### src/design/vbp_consts.svh
// Constants for the voiceband port control-word logic.
`ifndef VBP_CONSTS_SVH
`define VBP_CONSTS_SVH

// Serial word shape.
`define WORD_BITS 16
`define WORD_MSB 15

// Configuration register field positions and reset value.
`define CFG_PREAMP 0
`define CFG_INPUT_SEL 1
`define CFG_DAC_HPF_BYP 2
`define CFG_ADC_HPF_BYP 3
`define CFG_ANALOG_ON 4
`define CFG_DIGITAL_ON 5
`define CFG_GAIN_LSB 7
`define CFG_GAIN_MSB 9
`define CFG_RESET 16'h0000

// Read handshake words.
`define RD_REQ_WORD 16'h8000
`define RD_RDY_WORD 16'hc000

// Bit clock: master clock divided by five, high two phases, low three.
`define BIT_DIV 5
`define BIT_LAST_PHASE 3'h4
`define BIT_HIGH_PHASES 3'h2
`define RX_SAMPLE_PHASE 3'h2

// Frame timing: 125 us frames at a 250 MHz clock.
`define FRAME_PERIOD_NS 125000
`define CLK_FREQ_MHZ 250
`define FRAME_CLKS (`FRAME_PERIOD_NS * `CLK_FREQ_MHZ / 1000)
`define STARTUP_BITS 64

// Sample buffer depth.
`define FIFO_DEPTH 4

`endif

### src/design/vbp_pkg.sv
// Types shared by the voiceband port control-word logic.
`default_nettype none
package vbp_pkg;
  typedef enum logic [0:0] {RX_IDLE, RX_BITS} rx_state_e;
  typedef enum logic [1:0] {TX_IDLE, TX_SYNC, TX_SHIFT} tx_state_e;
endpackage
`default_nettype wire

### src/design/pin_sync.sv
// Three-stage pin synchroniser with an agreement filter per bit.
`timescale 1ns/1ps
`default_nettype none
module pin_sync #(
  parameter int WIDTH = 1
) (
  input wire logic clk, // System clock.
  input wire logic nrst, // Asynchronous reset, active low.
  input wire logic [WIDTH-1:0] pinIn, // Raw pin levels.
  output logic [WIDTH-1:0] pinOut // Filtered levels.
);
  // Each bit takes a new level only when the second and third stages agree.
  for (genvar i = 0; i < WIDTH; i++) begin : g_bit
    logic [2:0] stageQ;
    logic filtQ;
    always_ff @(posedge clk or negedge nrst) begin
      if (!nrst) begin
        stageQ <= 3'h0;
        filtQ <= 1'b0;
      end else begin
        stageQ <= {stageQ[1:0], pinIn[i]};
        if (stageQ[1] == stageQ[2]) begin
          filtQ <= stageQ[2];
        end
      end
    end
    assign pinOut[i] = filtQ;
  end
endmodule
`default_nettype wire

### src/design/sample_fifo.sv
// Small synchronous FIFO with valid/ready on both sides.
`timescale 1ns/1ps
`default_nettype none
module sample_fifo #(
  parameter int WIDTH = 16,
  parameter int DEPTH = 4
) (
  input wire logic clk, // System clock.
  input wire logic nrst, // Asynchronous reset, active low.
  input wire logic [WIDTH-1:0] inData, // Word to store.
  input wire logic inValid, // Source offers a word.
  output logic inReady, // Room for a word.
  output logic [WIDTH-1:0] outData, // Oldest word.
  output logic outValid, // A word is held.
  input wire logic outReady // Sink takes the oldest word.
);
  // Depth must be a power of two; the extra pointer bit tells full from empty.
  localparam int AW = $clog2(DEPTH);
  logic [WIDTH-1:0] mem [DEPTH];
  logic [AW:0] wrQ;
  logic [AW:0] rdQ;
  wire logic full = (wrQ[AW] != rdQ[AW]) && (wrQ[AW-1:0] == rdQ[AW-1:0]);
  wire logic empty = (wrQ == rdQ);
  wire logic push = inValid && !full;
  wire logic pop = outReady && !empty;

  assign inReady = !full;
  assign outValid = !empty;
  assign outData = mem[rdQ[AW-1:0]];

  // Storage carries data only, so it needs no reset.
  always_ff @(posedge clk) begin
    if (push) begin
      mem[wrQ[AW-1:0]] <= inData;
    end
  end

  // Pointers.
  always_ff @(posedge clk or negedge nrst) begin
    if (!nrst) begin
      wrQ <= '0;
      rdQ <= '0;
    end else begin
      if (push) begin
        wrQ <= wrQ + 1'b1;
      end
      if (pop) begin
        rdQ <= rdQ + 1'b1;
      end
    end
  end
endmodule
`default_nettype wire

### src/design/voiceband_port_control_word_logic.sv
// Serial port control-word logic of a voiceband converter.
// Functional notes
// - Config bit 0 set inserts the +20 dB preamplifier, clear bypasses it.
// - Config bit 1 set selects the auxiliary input, clear the primary input.
// - Config bit 2 clear keeps the DAC high-pass filter, set bypasses it.
// - Config bit 3 clear keeps the ADC high-pass filter, set bypasses it.
// - Config bit 4 clear powers the analog section down, set runs it.
// - Config bit 5 clear powers the digital section down, set runs it.
// - Bits 7 to 9 give output gain, +6 dB at 000 down 3 dB per code.
// - Reset clears the whole configuration register to zero.
// - Read request is 0x8000 exactly; read ready is 0xc000 exactly.
// - A control word with MSB high leaves the register untouched; only 0x8000 requests a read.
// - After a request, finish any transfer in progress, then await ready.
// - On the ready word, send the register contents over serial output.
// - Right after readback, resume sample words at the 8 kHz rate.
// - Samples start only after a power-up write and a start-up delay.
// - A control word with MSB low is copied whole into the register.
// - Words are 16 bits MSB first; bit clock is master clock over five.
// - Input sync lasts one bit; 16 bits follow, sampled on falling edges.
// - Output sync pulses at 8 kHz; the word starts one bit after it.
`timescale 1ns/1ps
`default_nettype none
`include "vbp_consts.svh"
module voiceband_port_control_word_logic #(
  parameter int FRAME_CLKS = `FRAME_CLKS,
  parameter int STARTUP_BITS = `STARTUP_BITS
) (
  input wire logic clk, // Master clock, 250 MHz.
  input wire logic nrst, // Asynchronous reset, active low.
  input wire logic serialIn, // Serial data from the host.
  input wire logic inFrameSync, // Input frame sync from the host.
  input wire logic wordTypeSelect, // High for sample, low for control.
  output logic bitClkOut, // Bit clock, master clock over five.
  output logic serialOut, // Serial data to the host.
  output logic outFrameSync, // Output frame sync.
  output logic preampInsert, // Preamplifier inserted.
  output logic inputSourceSelect, // Auxiliary input selected.
  output logic dacHighpassBypass, // DAC high-pass filter bypassed.
  output logic adcHighpassBypass, // ADC high-pass filter bypassed.
  output logic analogPowerOn, // Analog section running.
  output logic digitalPowerOn, // Digital section running.
  output logic [2:0] outputGainCode, // Output gain code.
  input wire logic [15:0] adcData, // Sample word to send.
  input wire logic adcValid, // Sample word offered.
  output logic adcReady, // Sample buffer has room.
  output logic [15:0] dacData, // Last received sample word.
  output logic dacStrobe // One-cycle pulse on a new sample word.
);
  localparam int FRAME_BITS = FRAME_CLKS / `BIT_DIV;
  localparam logic [15:0] FRAME_LAST = 16'(FRAME_BITS - 1);
  localparam logic [15:0] START_LAST = 16'(STARTUP_BITS - 1);

  logic [2:0] phaseQ;
  logic [2:0] phaseD;
  logic bitClkQ;
  logic [2:0] pinsF;
  vbp_pkg::rx_state_e rxStateQ;
  logic [3:0] rxCntQ;
  logic [15:0] rxShiftQ;
  logic rxTypeQ;
  logic [15:0] cfgQ;
  logic [15:0] dacDataQ;
  logic dacStrobeQ;
  logic readPendQ;
  logic readGoQ;
  logic [15:0] startCntQ;
  logic streamingQ;
  logic [15:0] frameCntQ;
  vbp_pkg::tx_state_e txStateQ;
  logic [3:0] txCntQ;
  logic [15:0] txShiftQ;
  logic txIsReadQ;
  logic serialOutQ;
  logic frameSyncQ;
  logic [15:0] lastSampleQ;
  logic [15:0] fifoData;
  logic fifoValid;

  // Host pins are asynchronous to us in principle, so they are filtered.
  pin_sync #(
    .WIDTH(3)
  ) u_pins (
    .clk(clk),
    .nrst(nrst),
    .pinIn({wordTypeSelect, inFrameSync, serialIn}),
    .pinOut(pinsF)
  );
  wire logic sinF = pinsF[0];
  wire logic fsF = pinsF[1];
  wire logic wtsF = pinsF[2];

  // Bit clock phases: high in phases 0 and 1, low in phases 2 to 4.
  wire logic bitTick = (phaseQ == `BIT_LAST_PHASE);
  assign phaseD = bitTick ? 3'h0 : phaseQ + 3'h1;
  // The synchroniser delay is about one phase group, so sampling the
  // filtered pins at phase 2 lands safely inside each host bit.
  wire logic rxStrobe = (phaseQ == `RX_SAMPLE_PHASE);

  always_ff @(posedge clk or negedge nrst) begin
    if (!nrst) begin
      phaseQ <= 3'h2;
      bitClkQ <= 1'b0;
    end else begin
      phaseQ <= phaseD;
      bitClkQ <= (phaseD < `BIT_HIGH_PHASES);
    end
  end

  // Receive decode: the completed word includes the bit sampled now.
  // word decode
  wire logic rxLast = (rxStateQ == vbp_pkg::RX_BITS) && (rxCntQ == 4'hf);
  wire logic rxDone = rxStrobe && rxLast;
  wire logic [15:0] rxWordFull = {rxShiftQ[14:0], sinF};
  wire logic ctrlDone = rxDone && !rxTypeQ;
  wire logic cfgWrite = ctrlDone && !rxWordFull[`WORD_MSB];
  wire logic readReqIn = ctrlDone && (rxWordFull == `RD_REQ_WORD);
  wire logic readRdyIn = ctrlDone && (rxWordFull == `RD_RDY_WORD);

  // input word capture
  // A sync seen in the LSB slot starts the next word straight away; any
  // earlier sync inside a word is ignored.
  always_ff @(posedge clk or negedge nrst) begin
    if (!nrst) begin
      rxStateQ <= vbp_pkg::RX_IDLE;
      rxCntQ <= 4'h0;
      rxShiftQ <= 16'h0000;
      rxTypeQ <= 1'b0;
    end else if (rxStrobe) begin
      unique case (rxStateQ)
        vbp_pkg::RX_IDLE: begin
          if (fsF) begin
            rxStateQ <= vbp_pkg::RX_BITS;
            rxCntQ <= 4'h0;
            rxTypeQ <= wtsF;
          end
        end
        vbp_pkg::RX_BITS: begin
          rxShiftQ <= rxWordFull;
          rxCntQ <= rxCntQ + 4'h1;
          if (rxLast) begin
            if (fsF) begin
              rxTypeQ <= wtsF;
            end else begin
              rxStateQ <= vbp_pkg::RX_IDLE;
            end
          end
        end
      endcase
    end
  end

  // register write
  // Reserved bits are stored as written; the host keeps them zero.
  // requests skip the write, since cfgWrite needs the MSB low.
  always_ff @(posedge clk or negedge nrst) begin
    if (!nrst) begin
      cfgQ <= `CFG_RESET;
    end else if (cfgWrite) begin
      cfgQ <= rxWordFull;
    end
  end

  assign preampInsert = cfgQ[`CFG_PREAMP];
  assign inputSourceSelect = cfgQ[`CFG_INPUT_SEL];
  assign dacHighpassBypass = cfgQ[`CFG_DAC_HPF_BYP];
  assign adcHighpassBypass = cfgQ[`CFG_ADC_HPF_BYP];
  assign analogPowerOn = cfgQ[`CFG_ANALOG_ON];
  assign digitalPowerOn = cfgQ[`CFG_DIGITAL_ON];
  assign outputGainCode = cfgQ[`CFG_GAIN_MSB:`CFG_GAIN_LSB];

  // Received sample words go straight out with a strobe.
  always_ff @(posedge clk or negedge nrst) begin
    if (!nrst) begin
      dacDataQ <= 16'h0000;
      dacStrobeQ <= 1'b0;
    end else begin
      dacStrobeQ <= rxDone && rxTypeQ;
      if (rxDone && rxTypeQ) begin
        dacDataQ <= rxWordFull;
      end
    end
  end
  assign dacData = dacDataQ;
  assign dacStrobe = dacStrobeQ;

  // Transmit start conditions.
  wire logic txIdle = (txStateQ == vbp_pkg::TX_IDLE);
  wire logic frameTick = (frameCntQ == FRAME_LAST);
  wire logic readStart = bitTick && txIdle && readGoQ;
  wire logic sampleStart = bitTick && txIdle && !readGoQ && !readPendQ
    && streamingQ && frameTick;
  wire logic txLastBit = (txStateQ == vbp_pkg::TX_SHIFT) && (txCntQ == 4'hf);
  wire logic readDone = bitTick && txLastBit && txIsReadQ;
  wire logic powerOn = cfgQ[`CFG_ANALOG_ON] && cfgQ[`CFG_DIGITAL_ON];
  wire logic [15:0] sampleWord = fifoValid ? fifoData : lastSampleQ;
  wire logic [15:0] txWord = readStart ? cfgQ : sampleWord;

  // read handshake state
  // A new request in the cycle the readback starts wins over the clear.
  always_ff @(posedge clk or negedge nrst) begin
    if (!nrst) begin
      readPendQ <= 1'b0;
      readGoQ <= 1'b0;
    end else begin
      readPendQ <= readReqIn || (readPendQ && !readStart);
      readGoQ <= (readRdyIn && readPendQ) || (readGoQ && !readStart);
    end
  end

  always_ff @(posedge clk or negedge nrst) begin
    if (!nrst) begin
      startCntQ <= 16'h0000;
      streamingQ <= 1'b0;
    end else if (!powerOn) begin
      startCntQ <= 16'h0000;
      streamingQ <= 1'b0;
    end else if (!streamingQ && bitTick) begin
      startCntQ <= startCntQ + 16'h0001;
      streamingQ <= (startCntQ == START_LAST);
    end
  end

  // held at the last count so the first frame follows at once.
  always_ff @(posedge clk or negedge nrst) begin
    if (!nrst) begin
      frameCntQ <= FRAME_LAST;
    end else if (!streamingQ || readDone) begin
      frameCntQ <= FRAME_LAST;
    end else if (bitTick) begin
      frameCntQ <= frameTick ? 16'h0000 : frameCntQ + 16'h0001;
    end
  end

  // output word sequencer
  // Sync stands one bit, then 16 bits MSB first; samples and the
  // readback share the framing.
  always_ff @(posedge clk or negedge nrst) begin
    if (!nrst) begin
      txStateQ <= vbp_pkg::TX_IDLE;
      txCntQ <= 4'h0;
      txShiftQ <= 16'h0000;
      txIsReadQ <= 1'b0;
      serialOutQ <= 1'b0;
      frameSyncQ <= 1'b0;
    end else if (bitTick) begin
      unique case (txStateQ)
        vbp_pkg::TX_IDLE: begin
          if (readStart || sampleStart) begin
            frameSyncQ <= 1'b1;
            txShiftQ <= txWord;
            txIsReadQ <= readStart;
            txStateQ <= vbp_pkg::TX_SYNC;
          end
        end
        vbp_pkg::TX_SYNC: begin
          frameSyncQ <= 1'b0;
          serialOutQ <= txShiftQ[`WORD_MSB];
          txShiftQ <= {txShiftQ[14:0], 1'b0};
          txCntQ <= 4'h0;
          txStateQ <= vbp_pkg::TX_SHIFT;
        end
        vbp_pkg::TX_SHIFT: begin
          if (txLastBit) begin
            txStateQ <= vbp_pkg::TX_IDLE;
          end else begin
            serialOutQ <= txShiftQ[`WORD_MSB];
            txShiftQ <= {txShiftQ[14:0], 1'b0};
            txCntQ <= txCntQ + 4'h1;
          end
        end
      endcase
    end
  end

  // An empty buffer repeats the last sample rather than stalling frames.
  always_ff @(posedge clk or negedge nrst) begin
    if (!nrst) begin
      lastSampleQ <= 16'h0000;
    end else if (sampleStart && fifoValid) begin
      lastSampleQ <= fifoData;
    end
  end

  // Sample buffer drained only once per frame, so it really fills.
  sample_fifo #(
    .WIDTH(`WORD_BITS),
    .DEPTH(`FIFO_DEPTH)
  ) u_fifo (
    .clk(clk),
    .nrst(nrst),
    .inData(adcData),
    .inValid(adcValid),
    .inReady(adcReady),
    .outData(fifoData),
    .outValid(fifoValid),
    .outReady(sampleStart)
  );

  assign bitClkOut = bitClkQ;
  assign serialOut = serialOutQ;
  assign outFrameSync = frameSyncQ;
endmodule
`default_nettype wire

### config.mk
export PLATFORM = sky130hd
export DESIGN_NAME = voiceband_port_control_word_logic
export DESIGN_NICKNAME = d
export VERILOG_FILES = /design/src/design/vbp_pkg.sv /design/src/design/pin_sync.sv /design/src/design/sample_fifo.sv /design/src/design/voiceband_port_control_word_logic.sv
export VERILOG_INCLUDE_DIRS = /design/src /design/src/design
export SDC_FILE = /design/constraint.sdc
export NUM_CORES = 1
export LEC_CHECK = 0
export BUFFER_PORTS_ARGS = -buffer_cell sky130_fd_sc_hd__buf_2
export CAP_MARGIN = 10
export CORE_MARGIN = 5
export CORE_UTILIZATION = 35
export CTS_CLUSTER_SIZE = 24
export DETAILED_ROUTE_END_ITERATION = 12
export SYNTH_ARGS = -nofsm -noshare
export SYNTH_HDL_FRONTEND = slang
export SYNTH_HIERARCHICAL = 1
export SYNTH_SLANG_ARGS = --single-unit
### constraint.sdc
create_clock -name clk -period 6.4 [get_ports clk]
set_input_delay 0.32 -clock clk [delete_from_list [all_inputs] [get_ports clk]]
set_output_delay 0.32 -clock clk [all_outputs]
set_load 0.1 [all_outputs]
==> impl_metrics.env, run 1 <==
export IMPL_place_area_um2=10320
export IMPL_crit_path_end_kind="flop"
export IMPL_grt_pass1_vias=6185
export IMPL_clk_pin_slew_ps=60
export IMPL_worstPathBufferInverterCount=1
export IMPL_clock_root_buffer="clkbuf_16"
export IMPL_portBuffers=51
export IMPL_drt_total_wl_mm=19.69
export IMPL_nNetsFinal=844
export IMPL_yosys_area_top_type="dfrtp_1"
export IMPL_postCtsSetupBuffers=0
export IMPL_ir_drop_uv=215.2
export IMPL_rows=61
export IMPL_area_delta_synth_final_pct=15.02
export IMPL_vias=6015
export IMPL_r2r_cells=5
export IMPL_first_pass_iters=4
export IMPL_ys_top_cells_by_area="dfrtp_1 37%, edfxtp_1 20%, mux2_2 8.3%"
export IMPL_clockBufferDepth=3
export IMPL_grt_setup_unrepaired="no"
export IMPL_worstSetupStartpointType="flop"
export IMPL_setup_violations_final=0
export IMPL_grt_usage_pct=12.84
export IMPL_syn_area_per_cell_um2=12.85
export IMPL_die_w_um=176.9
export IMPL_place_congestion=0.7817
export IMPL_synth_ff_type="dfrtp_1"
export IMPL_leakage_nw=4.958
export IMPL_crit_start="u_fifo/rdQ[1]$_DFFE_PN0P_"
export IMPL_cap_violations=0
export IMPL_setup_slack_ps=2744
export IMPL_fmax_mhz=273.5
export IMPL_crit_family="simple AND/OR/NAND/NOR gates"
export IMPL_arrival_ps=4040
export IMPL_detail_route_antenna_nets=0
export IMPL_hold_ws_ps=30.32
export IMPL_drt_wirelength_per_cell_um=16.39
export IMPL_post_route_period_util_pct=57.12
export IMPL_syn_nets=798
export IMPL_hold_buffers=4
export IMPL_vias_per_cell=5.008
export IMPL_cp_depth=5
export IMPL_status="finished, final reports clean"
export IMPL_min_path_type="primary input to flop"
export IMPL_path_max_fanout=21
export IMPL_start_util_pct=35.30
export IMPL_final_cells=1201
export IMPL_synth_edf_count=64
export IMPL_yosysTopAreaCellShare_pct=37.21
export IMPL_io_pins=52
export IMPL_grt_ovfl_total=0
export IMPL_r2r_slack_ps=2740
export IMPL_m1WireLength_mm=9.080
export IMPL_antenna_found_initial=0
export IMPL_drc=0
export IMPL_die_h_um=176.9
export IMPL_cp_required_ps=6780
export IMPL_crit_chain="xor2_1 > or3_1 > inv_1 > or4_1 > mux2_4"
export IMPL_wl_met3_um=748
export IMPL_die_area_um2=31300
export IMPL_max_slew_margin_rel_pct=39.35
export IMPL_grt_pass1_wl_mm=33.24
export IMPL_top_layer="met4"
export IMPL_core_area_um2=27630
export IMPL_r2r_start="u_fifo/rdQ[1]$_DFFE_PN0P_"
export IMPL_cp_endpoint="lastSampleQ[10]$_DFFE_PN0P_"
export IMPL_yosysMostFrequentCell="dfrtp_1"
export IMPL_ys_ff_latch=216
export IMPL_fin_worst_skew_ps=10.86
export IMPL_r2r_end="lastSampleQ[10]$_DFFE_PN0P_"
export IMPL_hold_violations=0
export IMPL_insertion_delay_ps=500
export IMPL_htree_levels=1
export IMPL_cts_tree="done"
export IMPL_synth_seq_area_share_pct=58.80
export IMPL_finalSetupTns_ps=0
export IMPL_tightest_slew_ps=909.8
export IMPL_slew_violations=0
export IMPL_yosys_top_cells_count="145 x dfrtp_1, 94 x nand2_1, 72 x mux2_2"
export IMPL_criticalPathCategory="flop to flop"
export IMPL_drt_iter0_drc=379
export IMPL_synth_cells=759
export IMPL_async_flop_share_pct=70.37
export IMPL_final_cell_area_um2=11220
export IMPL_critical_path_slowest_cell="or4_1"
export IMPL_placedCellCount=1153
export IMPL_numCtsBuffers=24
export IMPL_insertedDiodeCount=0
export IMPL_pre_cts_slack_ps=2715
export IMPL_hold_depth=1
export IMPL_synth_cell_type_count=63
export IMPL_power_density_nw_per_um2=311.0
export IMPL_min_period_ps=3656
export IMPL_grt_max_degree=88
export IMPL_clock_sinks=216
export IMPL_synth_area_um2=9752
export IMPL_drive_gt1_share_pct=25.52
export IMPL_dr_wl_met2_mm=9.590
export IMPL_cp_slowest_stage_delay_ps=950
export IMPL_dp_hpwl_mm=12.91
export IMPL_yosysWarnings=6
export IMPL_cts_resized_gates=0
-- routing by layer --
layer	up-vias	track usage [%]
li1	2882	-
met1	3019	17.79
met2	86	21.43
met3	28	2.329
met4	0	2.450
met5	-	0
-- logic make-up (layout without fill, tap and decap cells) --
group	after synthesis	after routing	share of synthesized area, %
simple gates	226	226	11.73
flops	216	216	58.80
mux	115	115	15.29
compound gates	106	106	7.121
buf+inv	58	122	2.836
fa+ha+maj	20	20	2.528
xor+xnor	18	18	1.694
-- through the flow --
stage	total power [mW]	util, %
global placement	2.053	37.35
CTS	3.545	40.60
floorplan	1.927	-
finish	3.489	40.60
global route	3.657	40.60
detailed placement	2.064	37.35
-- layout by cell type (no fill, tap or decap), types with 23 or more instances in the layout --
master	n
nand3_1	23
a21oi_1	23
mux2_2	72
o21ai_0	31
buf_2	50
clkbuf_16	25
nand2_1	94
nor2_1	26
edfxtp_1	64
dfrtp_1	145
-- cell type report --
class	instances	area, µm²
flip-flops and latches	216	5734
inverters	17	63.81
well taps	378	473.0
clock inverters	10	148.9
multi-input cells	485	3741
fillers	2657	16410
repair buffers	61	346.6
clock buffers	34	709.4
-- sequential cells by signal, indices dropped and copies added, names as in the netlist, 2 cells and up --
name and flops:
rxShiftQ 15, dacData 16, u_pins/g_bit.filtQ 3, lastSampleQ 16, phaseQ 3, startCntQ 16, txStateQ 2, rxCntQ 4
txShiftQ 16, u_pins/g_bit.stageQ 9, u_fifo/wrQ 3, frameCntQ 16, u_fifo/rdQ 3, u_fifo/mem 64, cfgQ 16, txCntQ 4
-- report_power, final --
part	switching, mW	internal [mW]	total [mW]
sequential	0.0655	1.54	1.61
combinational	0.261	0.160	0.421
clock	0.530	0.929	1.46
total	0.856	2.63	3.49
-- worst min path at each step --
stage | slack (ps) | endpoint | from
3_5_place_dp | 340 | u_pins/g_bit[2].stageQ[1]$_DFF_PN0_ | u_pins/g_bit[2].stageQ[0]$_DFF_PN0_
6_report | 30 | u_fifo/mem[2][8]$_DFFE_PP_ | adcData[8]
2_1_floorplan | 20 | bitClkOut$_DFF_PN0_ | nrst
5_1_grt | 10 | u_fifo/mem[3][13]$_DFFE_PP_ | adcData[13]
4_1_cts | 3 | u_fifo/mem[2][8]$_DFFE_PP_ | adcData[8]
3_3_place_gp | 330 | u_pins/g_bit[2].stageQ[1]$_DFF_PN0_ | u_pins/g_bit[2].stageQ[0]$_DFF_PN0_
Power figures use the tool's default switching activity.
==> inputs of run 2 (changes only) <==
==> constraint.sdc (replaced) <==
create_clock -name clk -period 3.07 [get_ports clk]
set_input_delay 0.1535 -clock clk [delete_from_list [all_inputs] [get_ports clk]]
set_output_delay 0.1535 -clock clk [all_outputs]
set_load 0.1 [all_outputs]
==> impl_metrics.env, run 2 (synthesized netlist as in run 1, its figures left out) <==
export IMPL_area_delta_synth_final_pct=17.86
export IMPL_drt_wirelength_per_cell_um=16.13
export IMPL_fin_worst_skew_ps=14.37
export IMPL_clk_pin_slew_ps=60
export IMPL_detail_route_antenna_nets=0
export IMPL_drc=0
export IMPL_die_h_um=176.9
export IMPL_vias=6124
export IMPL_antenna_found_initial=0
export IMPL_slew_violations=0
export IMPL_worstSetupStartpointType="flop"
export IMPL_final_cell_area_um2=11490
export IMPL_utilization_pct=41.60
export IMPL_cp_required_ps=3460
export IMPL_largest_reg_flops=64
export IMPL_insertion_delay_ps=510
export IMPL_place_area_um2=10450
export IMPL_first_pass_iters=4
export IMPL_grt_max_degree=85
export IMPL_insertedDiodeCount=0
export IMPL_layout_commonest_cell="dfrtp_1"
export IMPL_postCtsSetupBuffers=0
export IMPL_hold_buffers=21
export IMPL_vias_per_cell=4.955
export IMPL_htree_levels=1
export IMPL_hold_violations=0
export IMPL_crit_path_end_kind="flop"
export IMPL_rows=61
export IMPL_die_area_um2=31300
export IMPL_grt_ovfl_total=0
export IMPL_clock_sinks=216
export IMPL_dp_hpwl_mm=13.36
export IMPL_die_w_um=176.9
export IMPL_grt_pass1_vias=6398
export IMPL_cts_resized_gates=0
export IMPL_arrival_ps=2820
export IMPL_finalSetupTns_ps=0
export IMPL_start_util_pct=35.30
export IMPL_placedCellCount=1171
export IMPL_portBuffers=51
export IMPL_drt_total_wl_mm=19.94
export IMPL_grt_setup_unrepaired="no"
export IMPL_setup_slack_ps=636.3
export IMPL_power_total_mw=7.238
export IMPL_criticalPathCategory="flop to flop"
export IMPL_hold_ws_ps=292.2
export IMPL_max_slew_margin_rel_pct=42.13
export IMPL_clock_root_buffer="clkbuf_16"
export IMPL_ir_drop_uv=532.8
export IMPL_setup_violations_final=0
export IMPL_numCtsBuffers=24
export IMPL_fmax_mhz=410.9
export IMPL_min_period_ps=2434
export IMPL_io_pins=52
export IMPL_final_cell_mix="145 x dfrtp_1, 94 x nand2_1, 72 x mux2_2, 64 x edfxtp_1, 50 x buf_2"
export IMPL_drive_gt1_share_pct=26.81
export IMPL_cap_violations=0
export IMPL_power_density_nw_per_um2=629.8
export IMPL_post_route_period_util_pct=79.27
export IMPL_place_congestion=0.7823
export IMPL_path_max_fanout=17
export IMPL_grt_pass1_wl_mm=33.71
export IMPL_status="finished, final reports clean"
export IMPL_min_path_type="primary input to flop"
export IMPL_grt_usage_pct=13.02
export IMPL_leakage_nw=5.094
export IMPL_core_area_um2=27630
export IMPL_cts_tree="done"
export IMPL_clockBufferDepth=3
export IMPL_nNetsFinal=879
export IMPL_pre_cts_slack_ps=652.1
export IMPL_drt_iter0_drc=318
export IMPL_tightest_slew_ps=868.0
export IMPL_final_cells=1236
run 2: metal layers:
metal	global-route usage, %	routed length, µm	part of all wire [%]	vias to the layer above
li1	-	-	-	2948
met3	1.965	749	3.8	31
met5	0	0	0	-
met2	21.89	9734	49	76
met1	18.01	9132	46	3069
met4	2.805	325	1.6	0
run 2: area by class of cell:
class,instances,area [µm²]
clock buffers,33,685.7
clock inverters,11,143.9
fillers,2643,16140
inverters,17,63.81
multi-input cells,485,3741
flip-flops and latches,216,5734
well taps,378,473.0
repair buffers,96,651.9
run 2: critical path, cell delays in order, from the launching register on:
cell and delay, ps:
dfrtp_1 470, xor2_2 180, buf_4 170, or3_1 110
buf_4 240, inv_1 60, or4_1 520, buf_4 240
mux2_4 320
run 2: power breakdown:
group          switching [mW]  total, mW  internal (mW)
registers               0.134       3.35           3.22
clock network            1.14       2.96           1.82
logic                   0.547      0.932          0.385
run 2: final timing paths:
path | start | end | slack, ps | cells past startpoint
setup / recovery | u_fifo/wrQ[0]$_DFFE_PN0P_ | lastSampleQ[7]$_DFFE_PN0P_ | 640 | 8
hold / removal | inFrameSync | u_pins/g_bit[1].stageQ[0]$_DFF_PN0_ | 290 | 2
setup reg to reg | u_fifo/wrQ[0]$_DFFE_PN0P_ | lastSampleQ[7]$_DFFE_PN0P_ | 640 | 8
hold reg to reg | u_pins/g_bit[0].stageQ[0]$_DFF_PN0_ | u_pins/g_bit[0].stageQ[1]$_DFF_PN0_ | 350 | 0
max in group asynchronous | nrst | dacData[8]$_DFFE_PN0P_ | 1950 | 3
min in group asynchronous | nrst | rxCntQ[2]$_DFFE_PN0P_ | 300 | 2
